$ cat src/pwpet_pkg.sv
// constants of the pwm protective-input and event block
// assumes one 40 MHz clock and a 32-bit axi4-lite register port
package pwpet_pkg;

	// ----------------------------------------
	// bus and register map
	// ----------------------------------------
	localparam int          ADDR_W       = 8;
	localparam int          DATA_W       = 32;
	localparam logic [7:0]  OFS_PCI_HIGH = 8'h00;
	localparam logic [7:0]  OFS_EVT_LOW  = 8'h04;
	localparam logic [7:0]  OFS_EVT_HIGH = 8'h08;
	localparam logic [7:0]  OFS_STATUS   = 8'h0C;
	localparam logic [7:0]  OFS_CONFIG   = 8'h10;
	localparam logic [1:0]  RESP_OKAY    = 2'h0;
	localparam logic [1:0]  RESP_SLVERR  = 2'h2;

	// ----------------------------------------
	// reset values and writable bits
	// ----------------------------------------
	localparam logic [15:0] RST_PCI_HIGH  = 16'h0000;
	localparam logic [15:0] RST_EVT_LOW   = 16'h0000;
	localparam logic [15:0] RST_EVT_HIGH  = 16'h0000;
	localparam logic [15:0] RST_CONFIG    = 16'h0000;
	localparam logic [15:0] MASK_PCI_HIGH = 16'hF7FF;
	localparam logic [15:0] MASK_EVT_LOW  = 16'hFF1F;
	localparam logic [15:0] MASK_EVT_HIGH = 16'hF3FF;
	localparam logic [15:0] MASK_CONFIG   = 16'h071F;

	// ----------------------------------------
	// field positions
	// ----------------------------------------
	localparam int POS_BYPASS_ENABLE   = 15;
	localparam int POS_BYPASS_SOURCE_SEL  = 12;
	localparam int POS_ACP    = 8;
	localparam int POS_SOFTWARE_PROTECT_BIT  = 7;
	localparam int POS_SWMODE = 5;
	localparam int POS_LATCH_DOMINANCE = 4;
	localparam int POS_TERM_QUAL_POLARITY   = 3;
	localparam int POS_TERM_QUAL_SOURCE   = 0;
	localparam int POS_PS     = 11;
	localparam int POS_EN1    = 8;
	localparam int POS_UPD    = 3;
	localparam int POS_TRGSEL = 0;
	localparam int POS_IEN    = 12;
	localparam int POS_IEVT   = 8;
	localparam int POS_EN2    = 5;
	localparam int POS_OFS    = 0;
	localparam int POS_UREQ   = 0;
	localparam int POS_ACTIVE = 1;
	localparam int POS_SRC    = 0;
	localparam int POS_MUX    = 8;

	// ----------------------------------------
	// field codes
	// ----------------------------------------
	localparam logic [2:0] ACP_LEVEL      = 3'h0;
	localparam logic [2:0] ACP_RISE       = 3'h1;
	localparam logic [2:0] ACP_ANY        = 3'h2;
	localparam logic [2:0] ACP_LATCH      = 3'h3;
	localparam logic [2:0] ACP_LATCH_RISE = 3'h4;
	localparam logic [2:0] ACP_LATCH_ANY  = 3'h5;
	localparam logic [1:0] SWM_ACCEPT     = 2'h0;
	localparam logic [1:0] SWM_AQUAL      = 2'h1;
	localparam logic [1:0] SWM_TQUAL      = 2'h2;
	localparam logic [1:0] UPD_DUTY       = 2'h1;
	localparam logic [1:0] UPD_PHASE      = 2'h2;
	localparam logic [1:0] UPD_CMPA       = 2'h3;
	localparam logic [2:0] TRG_EOC        = 3'h0;
	localparam logic [2:0] TRG_CMPA       = 3'h1;
	localparam logic [2:0] TRG_CMPB       = 3'h2;
	localparam logic [2:0] TRG_CMPC       = 3'h3;
	localparam logic [1:0] IEV_EOC        = 2'h0;
	localparam logic [1:0] IEV_CMPA       = 2'h1;
	localparam logic [1:0] IEV_ADC1       = 2'h2;
	localparam logic [7:0] GEN_PRESENT    = 8'hFF;
	localparam int         EXT_W          = 20;

endpackage

$ cat src/pwpet_accept.sv
// acceptance stage: edge or level detect, set/reset latch, termination
// assumes inputs already in the aclk domain
module pwpet_accept (
	input  wire logic       aclk,
	input  wire logic       aresetn,
	input  wire logic       src_in,
	input  wire logic       acc_qual,
	input  wire logic       term_hit,
	input  wire logic [2:0] acceptance_criteria,
	input  wire logic       latch_rdom,
	output logic            active
);
	import pwpet_pkg::*;

	logic q;
	logic prev;
	logic rise;
	logic any_edge;
	logic set_in;
	logic latched;
	logic next_latched;
	logic next_active;
	logic is_latched;

	// ----------------------------------------
	// edge detect against last cycle
	// ----------------------------------------
	assign q        = src_in & acc_qual;
	assign rise     = q & ~prev;
	assign any_edge = q ^ prev;
	assign is_latched = (acceptance_criteria == ACP_LATCH) || (acceptance_criteria == ACP_LATCH_RISE) ||
		(acceptance_criteria == ACP_LATCH_ANY);
	assign set_in   = (acceptance_criteria == ACP_LATCH_RISE) ? rise :
		(acceptance_criteria == ACP_LATCH_ANY) ? any_edge : q;

	// ----------------------------------------
	// latch dominance
	// ----------------------------------------
	// reset-dominant drops a set that meets a termination
	assign next_latched = latch_rdom ? (~term_hit & (set_in | latched)) :
		(set_in | (latched & ~term_hit));

	// codes 6 and 7 keep the output low
	assign next_active = (acceptance_criteria == ACP_LEVEL) ? q :
		(acceptance_criteria == ACP_RISE) ? rise :
		(acceptance_criteria == ACP_ANY) ? any_edge :
		is_latched ? next_latched : 1'b0;

	always_ff @(posedge aclk) begin
		if (!aresetn) begin
			prev    <= 1'b0;
			latched <= 1'b0;
			active  <= 1'b0;
		end else begin
			prev    <= q;
			latched <= is_latched ? next_latched : 1'b0;
			active  <= next_active;
		end
	end

endmodule

$ cat src/pwpet_top.sv
// pwm generator protective-input conditioning, adc triggers, irq select
// assumes axi4-lite master on aclk; pins and remap inputs asynchronous
//
// What this block does
// bypass enable takes another generator's protection
// bypass field picks generator one to eight
// absent generator selection reads as zero
// acceptance codes: level, edges, latched variants
// software bit drives its value into logic
// software mode picks acceptance, qualifier, termination
// latch mode bit selects reset or set dominance
// polarity bit inverts termination qualifier
// qualifier code 000 forces one, 111 zero
// qualifier codes pick duty, blanking, trigger, sources
// trigger one postscaled one per N+1 events
// compare A, B, C each enable trigger one
// separate compare enables for trigger two
// update request set by chosen register write
// code 00 leaves update request to software
// generator trigger picks cycle end or compare
// each protective interrupt has own enable
// protective interrupts fire on rising edge only
// event select picks cycle end, compare A, trigger
// code 11 silences time-base interrupts only
// low source codes pick combos, mux, zero
// higher codes pick remap, pins, events, comparators
// offset delays trigger one by 0..31 events
// edges compare against previous clock value
module pwpet_top (
	input  wire logic                          aclk,
	input  wire logic                          aresetn,
	input  wire logic [pwpet_pkg::ADDR_W-1:0]  s_axi_awaddr,
	input  wire logic                          s_axi_awvalid,
	output logic                               s_axi_awready,
	input  wire logic [pwpet_pkg::DATA_W-1:0]  s_axi_wdata,
	input  wire logic [3:0]                    s_axi_wstrb,
	input  wire logic                          s_axi_wvalid,
	output logic                               s_axi_wready,
	output logic [1:0]                         s_axi_bresp,
	output logic                               s_axi_bvalid,
	input  wire logic                          s_axi_bready,
	input  wire logic [pwpet_pkg::ADDR_W-1:0]  s_axi_araddr,
	input  wire logic                          s_axi_arvalid,
	output logic                               s_axi_arready,
	output logic [pwpet_pkg::DATA_W-1:0]       s_axi_rdata,
	output logic [1:0]                         s_axi_rresp,
	output logic                               s_axi_rvalid,
	input  wire logic                          s_axi_rready,
	input  wire logic [10:0]                   remap_in,
	input  wire logic [3:0]                    pin_in,
	input  wire logic [3:0]                    comparator_in,
	input  wire logic                          logic_cell_one,
	input  wire logic [3:0]                    other_core_evt,
	input  wire logic                          combo_trig_a,
	input  wire logic                          combo_trig_b,
	input  wire logic [7:0]                    gen_out,
	input  wire logic [7:0]                    other_gen_pci,
	input  wire logic                          pci_src8,
	input  wire logic                          pci_src9,
	input  wire logic                          duty_active,
	input  wire logic                          blanking_active,
	input  wire logic                          gen_triggered,
	input  wire logic                          term_event,
	input  wire logic                          eoc_event,
	input  wire logic                          compare_a,
	input  wire logic                          compare_b,
	input  wire logic                          compare_c,
	input  wire logic                          duty_write,
	input  wire logic                          phase_write,
	input  wire logic                          cmpa_write,
	input  wire logic                          update_taken,
	input  wire logic [3:0]                    prot_active,
	output logic                               pci_active,
	output logic                               adc_trig1,
	output logic                               adc_trig2,
	output logic                               gen_trigger,
	output logic                               cpu_irq,
	output logic                               update_request
);
	import pwpet_pkg::*;

	// ----------------------------------------
	// registers and bus state
	// ----------------------------------------
	logic [15:0]        pci_high;
	logic [15:0]        evt_low;
	logic [15:0]        evt_high;
	logic [15:0]        config_reg;
	logic [ADDR_W-1:0]  aw_addr;
	logic [DATA_W-1:0]  w_data;
	logic [3:0]         w_strb;
	logic               commit;
	logic               wr_hit;
	logic               wr_pci;
	logic               wr_evl;
	logic               wr_evh;
	logic               wr_sta;
	logic               wr_cfg;
	logic               rd_hit;
	logic [15:0]        rd_word;
	logic [15:0]        status_word;

	function automatic logic [15:0] wmerge(
		input logic [15:0] old,
		input logic [31:0] data,
		input logic [3:0]  strb,
		input logic [15:0] mask
	);
		logic [15:0] lane;
		lane = {strb[1] ? data[15:8] : old[15:8], strb[0] ? data[7:0] : old[7:0]};
		wmerge = lane & mask;
	endfunction

	// ----------------------------------------
	// address decode
	// ----------------------------------------
	// both channels must be held before the write commits
	assign commit = ~s_axi_awready & ~s_axi_wready & ~s_axi_bvalid;
	assign wr_pci = commit & (aw_addr == OFS_PCI_HIGH);
	assign wr_evl = commit & (aw_addr == OFS_EVT_LOW);
	assign wr_evh = commit & (aw_addr == OFS_EVT_HIGH);
	assign wr_sta = commit & (aw_addr == OFS_STATUS);
	assign wr_cfg = commit & (aw_addr == OFS_CONFIG);
	assign wr_hit = wr_pci | wr_evl | wr_evh | wr_sta | wr_cfg;
	assign rd_hit = (s_axi_araddr == OFS_PCI_HIGH) | (s_axi_araddr == OFS_EVT_LOW) |
		(s_axi_araddr == OFS_EVT_HIGH) | (s_axi_araddr == OFS_STATUS) |
		(s_axi_araddr == OFS_CONFIG);
	assign status_word = {14'h0000, pci_active, update_request};
	assign rd_word = (s_axi_araddr == OFS_PCI_HIGH) ? pci_high :
		(s_axi_araddr == OFS_EVT_LOW) ? evt_low :
		(s_axi_araddr == OFS_EVT_HIGH) ? evt_high :
		(s_axi_araddr == OFS_STATUS) ? status_word :
		(s_axi_araddr == OFS_CONFIG) ? config_reg : 16'h0000;

	// ----------------------------------------
	// write channel
	// ----------------------------------------
	always_ff @(posedge aclk) begin
		if (!aresetn) begin
			s_axi_awready <= 1'b1;
			s_axi_wready  <= 1'b1;
			s_axi_bvalid  <= 1'b0;
			s_axi_bresp   <= RESP_OKAY;
			aw_addr       <= 8'h00;
			w_data        <= 32'h00000000;
			w_strb        <= 4'h0;
		end else begin
			if (s_axi_awvalid && s_axi_awready) begin
				s_axi_awready <= 1'b0;
				aw_addr       <= s_axi_awaddr;
			end
			if (s_axi_wvalid && s_axi_wready) begin
				s_axi_wready <= 1'b0;
				w_data       <= s_axi_wdata;
				w_strb       <= s_axi_wstrb;
			end
			if (commit) begin
				s_axi_awready <= 1'b1;
				s_axi_wready  <= 1'b1;
				s_axi_bvalid  <= 1'b1;
				s_axi_bresp   <= wr_hit ? RESP_OKAY : RESP_SLVERR;
			end else if (s_axi_bvalid && s_axi_bready) begin
				s_axi_bvalid <= 1'b0;
			end
		end
	end

	always_ff @(posedge aclk) begin
		if (!aresetn) begin
			pci_high   <= RST_PCI_HIGH;
			evt_low    <= RST_EVT_LOW;
			evt_high   <= RST_EVT_HIGH;
			config_reg <= RST_CONFIG;
		end else begin
			if (wr_pci) pci_high <= wmerge(pci_high, w_data, w_strb, MASK_PCI_HIGH);
			if (wr_evl) evt_low <= wmerge(evt_low, w_data, w_strb, MASK_EVT_LOW);
			if (wr_evh) evt_high <= wmerge(evt_high, w_data, w_strb, MASK_EVT_HIGH);
			if (wr_cfg) config_reg <= wmerge(config_reg, w_data, w_strb, MASK_CONFIG);
		end
	end

	// ----------------------------------------
	// read channel
	// ----------------------------------------
	always_ff @(posedge aclk) begin
		if (!aresetn) begin
			s_axi_arready <= 1'b1;
			s_axi_rvalid  <= 1'b0;
			s_axi_rdata   <= 32'h00000000;
			s_axi_rresp   <= RESP_OKAY;
		end else if (s_axi_arvalid && s_axi_arready) begin
			s_axi_arready <= 1'b0;
			s_axi_rvalid  <= 1'b1;
			s_axi_rdata   <= {16'h0000, rd_word};
			s_axi_rresp   <= rd_hit ? RESP_OKAY : RESP_SLVERR;
		end else if (s_axi_rvalid && s_axi_rready) begin
			s_axi_rvalid  <= 1'b0;
			s_axi_arready <= 1'b1;
		end
	end

	// ----------------------------------------
	// pin synchronisers
	// ----------------------------------------
	logic [EXT_W-1:0] ext_raw;
	logic [EXT_W-1:0] ext_f;

	assign ext_raw = {logic_cell_one, comparator_in, pin_in, remap_in};

	genvar i;
	generate
		for (i = 0; i < EXT_W; i++) begin : g_sync
			logic s1;
			logic s2;
			logic s3;
			logic filt;
			// a change counts only once stages two and three agree
			always_ff @(posedge aclk) begin
				if (!aresetn) begin
					s1   <= 1'b0;
					s2   <= 1'b0;
					s3   <= 1'b0;
					filt <= 1'b0;
				end else begin
					s1 <= ext_raw[i];
					s2 <= s1;
					s3 <= s2;
					if (s2 == s3) filt <= s3;
				end
			end
			assign ext_f[i] = filt;
		end
	endgenerate

	// ----------------------------------------
	// source selection
	// ----------------------------------------
	logic [2:0]  mux_sel;
	logic [4:0]  src_sel;
	logic        gen_mux;
	logic [31:0] src_vec;
	logic        pci_src;

	assign mux_sel = config_reg[POS_MUX +: 3];
	assign src_sel = config_reg[POS_SRC +: 5];
	assign gen_mux = gen_out[mux_sel] & GEN_PRESENT[mux_sel];
	// index order follows the source code; 4..7 reserved read zero
	assign src_vec = {ext_f[19], ext_f[18:15], other_core_evt, ext_f[14:11],
		ext_f[10:0], 4'h0, combo_trig_b, combo_trig_a, gen_mux, 1'b0};
	assign pci_src = src_vec[src_sel];

	// ----------------------------------------
	// software bit and qualifiers
	// ----------------------------------------
	logic       sw_bit;
	logic [1:0] sw_mode;
	logic       acc_in;
	logic       acc_qual;
	logic [7:0] tq_vec;
	logic       tq_sel;
	logic       tq_final;
	logic       term_hit;
	logic       local_active;
	logic [2:0] bp_sel;
	logic       bypass_val;
	logic       next_pci_active;

	assign sw_bit   = pci_high[POS_SOFTWARE_PROTECT_BIT];
	assign sw_mode  = pci_high[POS_SWMODE +: 2];
	assign acc_in   = pci_src | ((sw_mode == SWM_ACCEPT) & sw_bit);
	assign acc_qual = (sw_mode == SWM_AQUAL) ? sw_bit : 1'b1;
	assign tq_vec   = {1'b0, pci_src9, pci_src8, gen_mux, gen_triggered,
		blanking_active, duty_active, 1'b1};
	assign tq_sel   = tq_vec[pci_high[POS_TERM_QUAL_SOURCE +: 3]];
	assign tq_final = (tq_sel ^ pci_high[POS_TERM_QUAL_POLARITY]) |
		((sw_mode == SWM_TQUAL) & sw_bit);
	assign term_hit = term_event & tq_final;

	pwpet_accept u_accept (
		.aclk       (aclk),
		.aresetn    (aresetn),
		.src_in     (acc_in),
		.acc_qual   (acc_qual),
		.term_hit   (term_hit),
		.acceptance_criteria        (pci_high[POS_ACP +: 3]),
		.latch_rdom (pci_high[POS_LATCH_DOMINANCE]),
		.active     (local_active)
	);

	// ----------------------------------------
	// bypass
	// ----------------------------------------
	assign bp_sel     = pci_high[POS_BYPASS_SOURCE_SEL +: 3];
	assign bypass_val = other_gen_pci[bp_sel] & GEN_PRESENT[bp_sel];
	assign next_pci_active = pci_high[POS_BYPASS_ENABLE] ? bypass_val : local_active;

	// ----------------------------------------
	// adc triggers
	// ----------------------------------------
	logic [2:0] cmp_vec;
	logic       adc1_src;
	logic       adc2_src;
	logic [4:0] ps_val;
	logic [4:0] ofs_val;
	logic [4:0] ps_cnt;
	logic [4:0] ofs_cnt;
	logic       ofs_done;
	logic       adc1_fire;
	logic       cnt_clear;

	assign cmp_vec   = {compare_c, compare_b, compare_a};
	assign adc1_src  = |(cmp_vec & evt_low[POS_EN1 +: 3]);
	assign adc2_src  = |(cmp_vec & evt_high[POS_EN2 +: 3]);
	assign ps_val    = evt_low[POS_PS +: 5];
	assign ofs_val   = evt_high[POS_OFS +: 5];
	assign ofs_done  = (ofs_cnt == ofs_val);
	assign adc1_fire = adc1_src & ofs_done & (ps_cnt == 5'h00);
	// a new setting restarts both counts from the next event
	assign cnt_clear = wr_evl | wr_evh;

	always_ff @(posedge aclk) begin
		if (!aresetn || cnt_clear) begin
			ps_cnt  <= 5'h00;
			ofs_cnt <= 5'h00;
		end else if (adc1_src) begin
			if (!ofs_done) begin
				ofs_cnt <= ofs_cnt + 5'h01;
			end else if (ps_cnt == ps_val) begin
				ps_cnt <= 5'h00;
			end else begin
				ps_cnt <= ps_cnt + 5'h01;
			end
		end
	end

	// ----------------------------------------
	// generator trigger, update, interrupt
	// ----------------------------------------
	logic [2:0] trg_sel;
	logic       next_gen_trigger;
	logic [1:0] upd_sel;
	logic       auto_upd;
	logic       sw_upd;
	logic [1:0] iev_sel;
	logic       tb_irq;
	logic [3:0] prot_prev;
	logic [3:0] prot_rise;
	logic       next_irq;

	assign trg_sel = evt_low[POS_TRGSEL +: 3];
	assign next_gen_trigger = (trg_sel == TRG_EOC) ? eoc_event :
		(trg_sel == TRG_CMPA) ? compare_a :
		(trg_sel == TRG_CMPB) ? compare_b :
		(trg_sel == TRG_CMPC) ? compare_c : 1'b0;

	assign upd_sel  = evt_low[POS_UPD +: 2];
	assign auto_upd = ((upd_sel == UPD_DUTY) & duty_write) |
		((upd_sel == UPD_PHASE) & phase_write) |
		((upd_sel == UPD_CMPA) & cmpa_write);
	assign sw_upd   = wr_sta & w_strb[0] & w_data[POS_UREQ];

	assign iev_sel  = evt_high[POS_IEVT +: 2];
	assign tb_irq   = ((iev_sel == IEV_EOC) & eoc_event) |
		((iev_sel == IEV_CMPA) & compare_a) |
		((iev_sel == IEV_ADC1) & adc1_fire);
	assign prot_rise = prot_active & ~prot_prev & evt_high[POS_IEN +: 4];
	assign next_irq  = tb_irq | (|prot_rise);

	always_ff @(posedge aclk) begin
		if (!aresetn) begin
			pci_active     <= 1'b0;
			adc_trig1      <= 1'b0;
			adc_trig2      <= 1'b0;
			gen_trigger    <= 1'b0;
			cpu_irq        <= 1'b0;
			prot_prev      <= 4'h0;
			update_request <= 1'b0;
		end else begin
			pci_active  <= next_pci_active;
			adc_trig1   <= adc1_fire;
			adc_trig2   <= adc2_src;
			gen_trigger <= next_gen_trigger;
			cpu_irq     <= next_irq;
			prot_prev   <= prot_active;
			// a set in the same cycle as the take wins
			if (auto_upd || sw_upd) begin
				update_request <= 1'b1;
			end else if (update_taken) begin
				update_request <= 1'b0;
			end
		end
	end

endmodule

$ cat config.mk
export PLATFORM = sky130hd
export DESIGN_NAME = pwpet_top
export DESIGN_NICKNAME = d
export VERILOG_FILES = /design/src/pwpet_pkg.sv /design/src/pwpet_accept.sv /design/src/pwpet_top.sv
export SDC_FILE = /design/constraint.sdc
export NUM_CORES = 1
export LEC_CHECK = 0
export BUFFER_PORTS_ARGS = -buffer_cell sky130_fd_sc_hd__buf_2
export CORE_ASPECT_RATIO = 2
export CORE_UTILIZATION = 30
export CTS_CLUSTER_SIZE = 20
export DETAILED_ROUTE_END_ITERATION = 7
export GPL_TIMING_DRIVEN = 0
export SLEW_MARGIN = 0
export SYNTH_ARGS = -nofsm -noshare
export SYNTH_HDL_FRONTEND = slang
export SYNTH_HIERARCHICAL = 1
export SYNTH_SLANG_ARGS = --single-unit
$ cat constraint.sdc
create_clock -name aclk -period 5.4 [get_ports aclk]
set_input_delay 1.08 -clock aclk [delete_from_list [all_inputs] [get_ports aclk]]
set_output_delay 1.08 -clock aclk [all_outputs]
set_load 0.02 [all_outputs]
Yosys cells after proc, flatten, opt, wreduce, memory -nomap -nowiden
Memory sizes are Yosys's and may differ from the RTL's. A register that Yosys moved wholly into a read port is not among the register bits.
Index checks and enable logic that the tools add are counted.
{"block": "totals", "romBits": 16, "ff_bits": 204, "output_inout_bits": 47, "in_bits": 119, "memories": 2, "word_cells": 299}
{"name": "(no name shown)", "depth": 8, "width": 1, "rd": 1, "rd_clocked_by_memory_dff": 1, "wr": 0, "line": "pwpet_top.sv:294", "source": "assign bypass_val = other_gen_pci[bp_sel] & GEN_PRESENT[bp_sel];"}
{"name": "(no name shown)", "depth": 8, "width": 1, "rd": 1, "rd_clocked_by_memory_dff": 1, "wr": 0, "line": "pwpet_top.sv:246", "source": "assign gen_mux = gen_out[mux_sel] & GEN_PRESENT[mux_sel];"}
{"block": "classes", "bitwise": 58, "addsub": 2, "magnitude_cmp": 4, "eq_ne": 45, "reduce_logical": 34, "n_mux": 43}
{"operator": "16-bit 2-to-1 mux", "n": 3}
{"operator": "8-bit by 4-bit equality test with 1-bit output (second input constant)", "n": 4}
{"operator": "1-bit 2-to-1 mux", "n": 27}
{"operator": "1-bit bitwise AND", "n": 26}
{"operator": "11-bit 2-to-1 mux", "n": 2}
{"operator": "1-bit equality test", "n": 20}
{"operator": "2-bit AND reduction", "n": 10}
{"operator": "1-bit OR", "n": 18}
{"operator": "8-bit by 3-bit equality test with 1-bit output (second input constant)", "n": 2}
{"operator": "8-bit by 5-bit equality test with 1-bit output (second input constant)", "n": 2}
{"operator": "8-bit logical NOT", "n": 2}
{"operator": "3-bit by 2-bit equality test with 1-bit output (second input constant)", "n": 4}
{"operator": "3-bit by 4-bit < comparator with 1-bit output (second input constant)", "n": 3}
{"operator": "3-bit 2-to-1 mux", "n": 4}
{"operator": "5-bit by 1-bit adder with 5-bit output (second input constant)", "n": 2}
{"operator": "5-bit equality test", "n": 2}
{"operator": "1-bit binary-select mux with 3-bit select", "n": 3}
{"operator": "4-bit bitwise AND", "n": 2}
{"operator": "2-bit equality test (second input constant)", "n": 4}
{"operator": "1-bit inverter", "n": 7}
{"operator": "3-bit bitwise AND", "n": 2}
{"operator": "2-bit by 1-bit equality test with 1-bit output (second input constant)", "n": 3}
{"operator": "3-bit by 1-bit equality test with 1-bit output (second input constant)", "n": 2}
{"operator": "3-bit equality test (second input constant)", "n": 2}
{"operator": "16 further kinds", "n": 30}

Logic depth before layout (Yosys ltp)
{"block": "depth", "ltp_word": 17, "ltp_mapped": 12, "mapped_depth_nobuf": 11}

By module
The synthesis kept the hierarchy.
{"module": "pwpet_top", "seq_area_each_um2": 3983.8, "n_inst": 1, "area_each_um2": 7936.4, "cells_per_inst": 864}
{"module": "pwpet_accept", "seq_area_each_um2": 60.1, "n_inst": 1, "area_each_um2": 202.7, "cells_per_inst": 26}

Least setup slack after synthesis
Ideal clock, no wire load.
{"block": "synth_path", "kind": "input to register", "startpoint": "in gen_out[7]", "endpoint": "reg u_accept.active", "path_stages": 11, "arrival_time_ns": 3.068, "setup_slack_ns": 2.262, "path_buffers": 0, "path_cell_list": "mux4_2 -> mux2i_1 -> nor4_1 -> nor4_1 -> a21oi_1 -> and2_1 -> ha_1 -> nand2b_1 -> a31oi_1 -> o211ai_1 -> a21oi_1"}
{"block": "synth_between", "elab_chain_cells": 17}
{"item": "from (decl)", "line": "pwpet_top.sv:56", "source": "input wire logic [7:0] gen_out,"}
{"item": "1-bit binary-select mux with 3-bit select *", "line": "pwpet_top.sv:246"}
{"item": "1-bit 2-to-1 mux (not written as such) *", "line": "pwpet_top.sv:246"}
{"item": "1-bit bitwise AND *", "line": "pwpet_top.sv:246"}
{"item": "1-bit binary-select mux with 5-bit select *", "line": "pwpet_top.sv:250", "source": "assign pci_src = src_vec[src_sel];"}
{"item": "1-bit 2-to-1 mux (not written as such) *", "line": "pwpet_top.sv:250"}
{"item": "1-bit OR *", "line": "pwpet_top.sv:270", "source": "assign acc_in = pci_src | ((sw_mode == SWM_ACCEPT) & sw_bit);"}
{"item": "net acc_in", "line": "pwpet_top.sv:257", "source": "logic acc_in;"}
{"item": "1-bit bitwise AND *", "line": "pwpet_accept.sv:28", "source": "assign q = src_in & acc_qual;"}
{"item": "net u_accept.q", "line": "pwpet_accept.sv:15", "source": "logic q;"}
{"item": "(+2 left out)"}
{"item": "1-bit 2-to-1 mux", "line": "pwpet_accept.sv:33", "source": "assign set_in = (acceptance_criteria == ACP_LATCH_RISE) ? rise :"}
{"item": "1-bit OR", "line": "pwpet_accept.sv:40", "source": "assign next_latched = latch_rdom ? (~term_hit & (set_in | latched)) :"}
{"item": "1-bit bitwise AND", "line": "pwpet_accept.sv:40"}
{"item": "1-bit 2-to-1 mux", "line": "pwpet_accept.sv:40"}
{"item": "1-bit 2-to-1 mux", "line": "pwpet_accept.sv:47", "source": "is_latched ? next_latched : 1'b0;"}
{"item": "1-bit 2-to-1 mux", "line": "pwpet_accept.sv:46", "source": "(acceptance_criteria == ACP_ANY) ? any_edge :"}
{"item": "1-bit 2-to-1 mux", "line": "pwpet_accept.sv:45", "source": "(acceptance_criteria == ACP_RISE) ? rise :"}
{"item": "1-bit 2-to-1 mux *", "line": "pwpet_accept.sv:44", "source": "assign next_active = (acceptance_criteria == ACP_LEVEL) ? q :"}
{"item": "to (signal assigned)", "line": "pwpet_accept.sv:57", "source": "active <= next_active;"}
{"item": "to (decl)", "line": "pwpet_accept.sv:11", "source": "output logic active"}
The timed path passes the listed nets; every way through them passes the cells marked *. The select of a mux whose other input is x is not followed.
A chain may end at the register's enable or synchronous reset.

Worst setup path in the final report
{"block": "layout_path", "startpoint": "reg config_reg[0]", "endpoint": "reg u_accept.active"}
{"block": "layout_between", "elab_chain_cells": 14}
{"item": "from (decl)", "line": "pwpet_top.sv:88", "source": "logic [15:0] config_reg;"}
{"item": "from (signal assigned)", "line": "pwpet_top.sv:178", "source": "if (wr_cfg) config_reg <= wmerge(config_reg, w_data, w_strb, MASK_CONFIG);"}
{"item": "1-bit binary-select mux with 5-bit select *", "line": "pwpet_top.sv:250"}
{"item": "1-bit 2-to-1 mux (not written as such) *", "line": "pwpet_top.sv:250"}
{"item": "1-bit OR *", "line": "pwpet_top.sv:270"}
{"item": "net acc_in", "line": "pwpet_top.sv:257"}
{"item": "1-bit bitwise AND *", "line": "pwpet_accept.sv:28"}
{"item": "net u_accept.q", "line": "pwpet_accept.sv:15"}
{"item": "1-bit bitwise XOR", "line": "pwpet_accept.sv:30", "source": "assign any_edge = q ^ prev;"}
{"item": "1-bit 2-to-1 mux", "line": "pwpet_accept.sv:34", "source": "(acceptance_criteria == ACP_LATCH_ANY) ? any_edge : q;"}
{"item": "1-bit 2-to-1 mux", "line": "pwpet_accept.sv:33"}
{"item": "1-bit OR", "line": "pwpet_accept.sv:40"}
{"item": "1-bit bitwise AND", "line": "pwpet_accept.sv:40"}
{"item": "1-bit 2-to-1 mux", "line": "pwpet_accept.sv:40"}
{"item": "1-bit 2-to-1 mux", "line": "pwpet_accept.sv:47"}
{"item": "1-bit 2-to-1 mux", "line": "pwpet_accept.sv:46"}
{"item": "1-bit 2-to-1 mux", "line": "pwpet_accept.sv:45"}
{"item": "1-bit 2-to-1 mux *", "line": "pwpet_accept.sv:44"}
Marks and branches as above.

==> impl_metrics.csv <==
group,metric,value,unit
timing,rsz0062_at_grt,"no",
timing,skew,16.4,ps
synth,synth.distinct_cells,53,
place,dp_slack,1850,ps
drt,wl_per_cell,17.1,um
clock_network,clockBufferDepth,3,
setup_path,crit_path_max_fanout,10,
setup_path,slowest_delay,590,ps
timing,slew_viol_final,0,
setup_path,r2r-end,"u_accept/active",
timing,hold_viol_final,0,
drt,vias_per_cell,4.76,
floorplan,die_area,27800,um^2
floorplan,die_y,235,um
grt,grt_max_degree,16,
run,max_cap_viol_count,0,
setup_path,end_kind,"register",
min_path,hold_class,"register to register",
synth,seq_area_frac_synth,0.497,
floorplan,start_util,0.304,
final_layout,multi_input_area,3780,um^2
synth,ys_top_cells_by_count,"dfxtp_1, nand2_1, a21oi_1",
min_path,min-delay-start,"g_sync[0].s1",
setup_path,crit_path_frequent_cell,"a21oi_1",
clock_network,cts_hold_buf,0,
setup_path,slowest_stage,"mux4_2",
clock_network,root_buffer,"clkbuf_16",
synth,synth_edf_count,0,
synth,synth_area_leaders,"dfxtp_1, mux2i_1, a21oi_1",
timing,relSlewSlack,0.450,
floorplan,dieWidth,118,um
timing,setup-tns-final,0,ps
synth,yosys.area.top_type,"dfxtp_1",
clock_network,cts_max_level,1,
setup_path,crit_chain,"clkbuf_1 -> mux4_2 -> mux2i_1 -> o21ai_0 -> nor4bb_1 -> a21oi_1 -> and2_1 -> ha_1 -> nand2b_1 -> a31oi_1 -> o211ai_1 -> a21oi_1",
setup_path,rrSetupSlack,2100,ps
synth,synthesis.area,8140,um^2
min_path,holdPathEnd,"g_sync[0].s2",
setup_path,arrival,3730,ps
drt,drt-pass1-iter-count,5,
synth,syn_inst,890,
setup_path,critical_path_required,5840,ps
final_layout,layout-drive-gt1-share,0.189,
timing,worst_slack,2100,ps
clock_network,clock_sinks,202,
floorplan,row_count,85,
clock_network,cts_buffers,19,
power_and_ir_drop,p_leak,3.96,nW
synth,synth_top_area_share,0.497,
synth,ys_warn_count,6,
drt,drtIter0Drc,267,
clock_network,clk_pin_slew,70,ps
place,place_area,9270,um^2
setup_path,critical_path_buf_inv_count,1,
grt,grtUsageTotal,0.176,
grt,overflow,0,
clock_network,clkLatencyLatePin,500,ps
setup_path,rr_worst_depth,12,
timing,fin_crit,3300,ps
final_layout,final_area,9900,um^2
drt,vias,6731,
outcome,status,"finished, final reports clean",
final_layout,fillers,2806,
floorplan,boundaryPins,166,
final_layout,ff_latch_area,4040,um^2
final_layout,areaGrowthSynthToFinish,21.6,%
final_layout,nets,1178,
clock_network,cts_tree,"built",
setup_path,crit_family,"multiplexers",
setup_path,r2r_start,"config_reg[0]",
clock_network,cts_resized,0,
synth,syn_avg_cell_area,9.15,um^2
synth,synth_most_common_cell,"dfxtp_1",
timing,worstMarginPinSlew,820,ps
power_and_ir_drop,powerDensity,315,nW/um^2
grt,grt_pass1_wl,37000,um
power_and_ir_drop,power.total,3.11,mW
synth,synth_flop_cell,"dfxtp_1",
drt,ant_nets,0,
setup_path,startpoint_type,"register",
timing,fmax,0.303,GHz
clock_network,post_cts_buffers,0,
floorplan,core_area,26800,um^2
grt,grt_pass1_vias,6668,
synth,ys_seq_elements,202,
power_and_ir_drop,vdd_ir_drop_max,0.198,mV
grt,antenna_found_initial,1,
drt,drc,0,
place,place_hpwl,19100,um
timing,setup-violations-final,0,
place,globalplace.congestion,0.921,
timing,fin_crit_sh,0.610,
setup_path,path_class,"register to register",
synth,async_reset_ff_frac,0,
drt,totalWireLength,24100,um
min_path,holdPathStages,1,
place,port_buffers,127,
worst max-delay path by stage:
stage                              from              end  slack [ps]  cells past startpoint
after floorplan              gen_out[7]  u_accept/active        2260                     11
after global placement       gen_out[7]  u_accept/active        1870                     12
after detailed placement     gen_out[3]  u_accept/active        1850                     12
after CTS                 config_reg[0]  u_accept/active        2030                     12
after global routing      config_reg[0]  u_accept/active        1760                     12
final                     config_reg[0]  u_accept/active        2100                     12
report_power, final:
group	leakage, nW	internal, mW	total, mW	switching (mW)
sequential	1.64	1.53	1.55	0.0276
combinational	2.01	0.0788	0.205	0.126
clock	0.306	0.788	1.35	0.567
area by class of cell:
class,instances,area share
antenna,1,0.000253
buffer,63,0.0320
clock buffer,26,0.0537
clock inverter,6,0.00885
inverter,17,0.00645
multi-input combinational,625,0.382
sequential,202,0.409
tap,348,0.0440
timing repair buffer,127,0.0642
logic make-up (layout without fill, tap and decap cells):
kind of cell,count (synthesis),after routing,share of synthesized area
flip-flops,202,202,0.497
AND/OR/NAND/NOR,348,348,0.215
buffers and inverters,80,239,0.0467
XOR/XNOR,20,20,0.0215
other,1,19,0.000461
AO/OA/AOI/OAI,170,170,0.116
adder cells (fa/ha/maj),4,4,0.00615
multiplexers,65,65,0.0972
layout by cell type (no fill, tap or decap), drive strengths merged, types with 3 or more instances in the layout:
| cell type | instances |
|---|---|
| nor2 | 73 |
| clkbuf | 65 |
| nand3 | 36 |
| a211oi | 6 |
| nand2 | 105 |
| mux2i | 52 |
| or3 | 6 |
| inv | 19 |
| a22oi | 3 |
| and3 | 4 |
| buf | 151 |
| nor2b | 8 |
| a221oi | 5 |
| xnor2 | 13 |
| a21oi | 86 |
| ha | 4 |
| nor4 | 5 |
| dfxtp | 202 |
| nor3 | 9 |
| nand3b | 6 |
| and2 | 68 |
| conb | 18 |
| xor2 | 7 |
| mux4 | 11 |
| nand2b | 16 |
| o21ai | 51 |
| o31ai | 8 |
metal layers:
metal	routed length (um)	part of all wire	global-route usage	up-vias
met3	811	0.034	0.0209	65
met5	0	0	0	-
li1	-	-	-	3342
met1	8530	0.35	0.166	3135
met2	13100	0.54	0.340	189
met4	1710	0.071	0.128	0
worst reg2reg max path: stages (launching register included):
cell and delay (ps):
dfxtp_1 310, clkbuf_1 580, mux4_2 590, mux2i_1 130, o21ai_0 110, nor4bb_1 290, a21oi_1 140, and2_1 200
ha_1 300, nand2b_1 140, a31oi_1 180, o211ai_1 130, a21oi_1 140
per-stage QoR:
step	cells	hold WS (ps)	utilization
floorplan	907	412	-
global placement	1382	416	0.346
detailed placement	1382	417	0.346
global route	1415	442	0.369
CTS	1414	432	0.369
finish	1415	432	0.369
(Power assumes the default switching activity.)
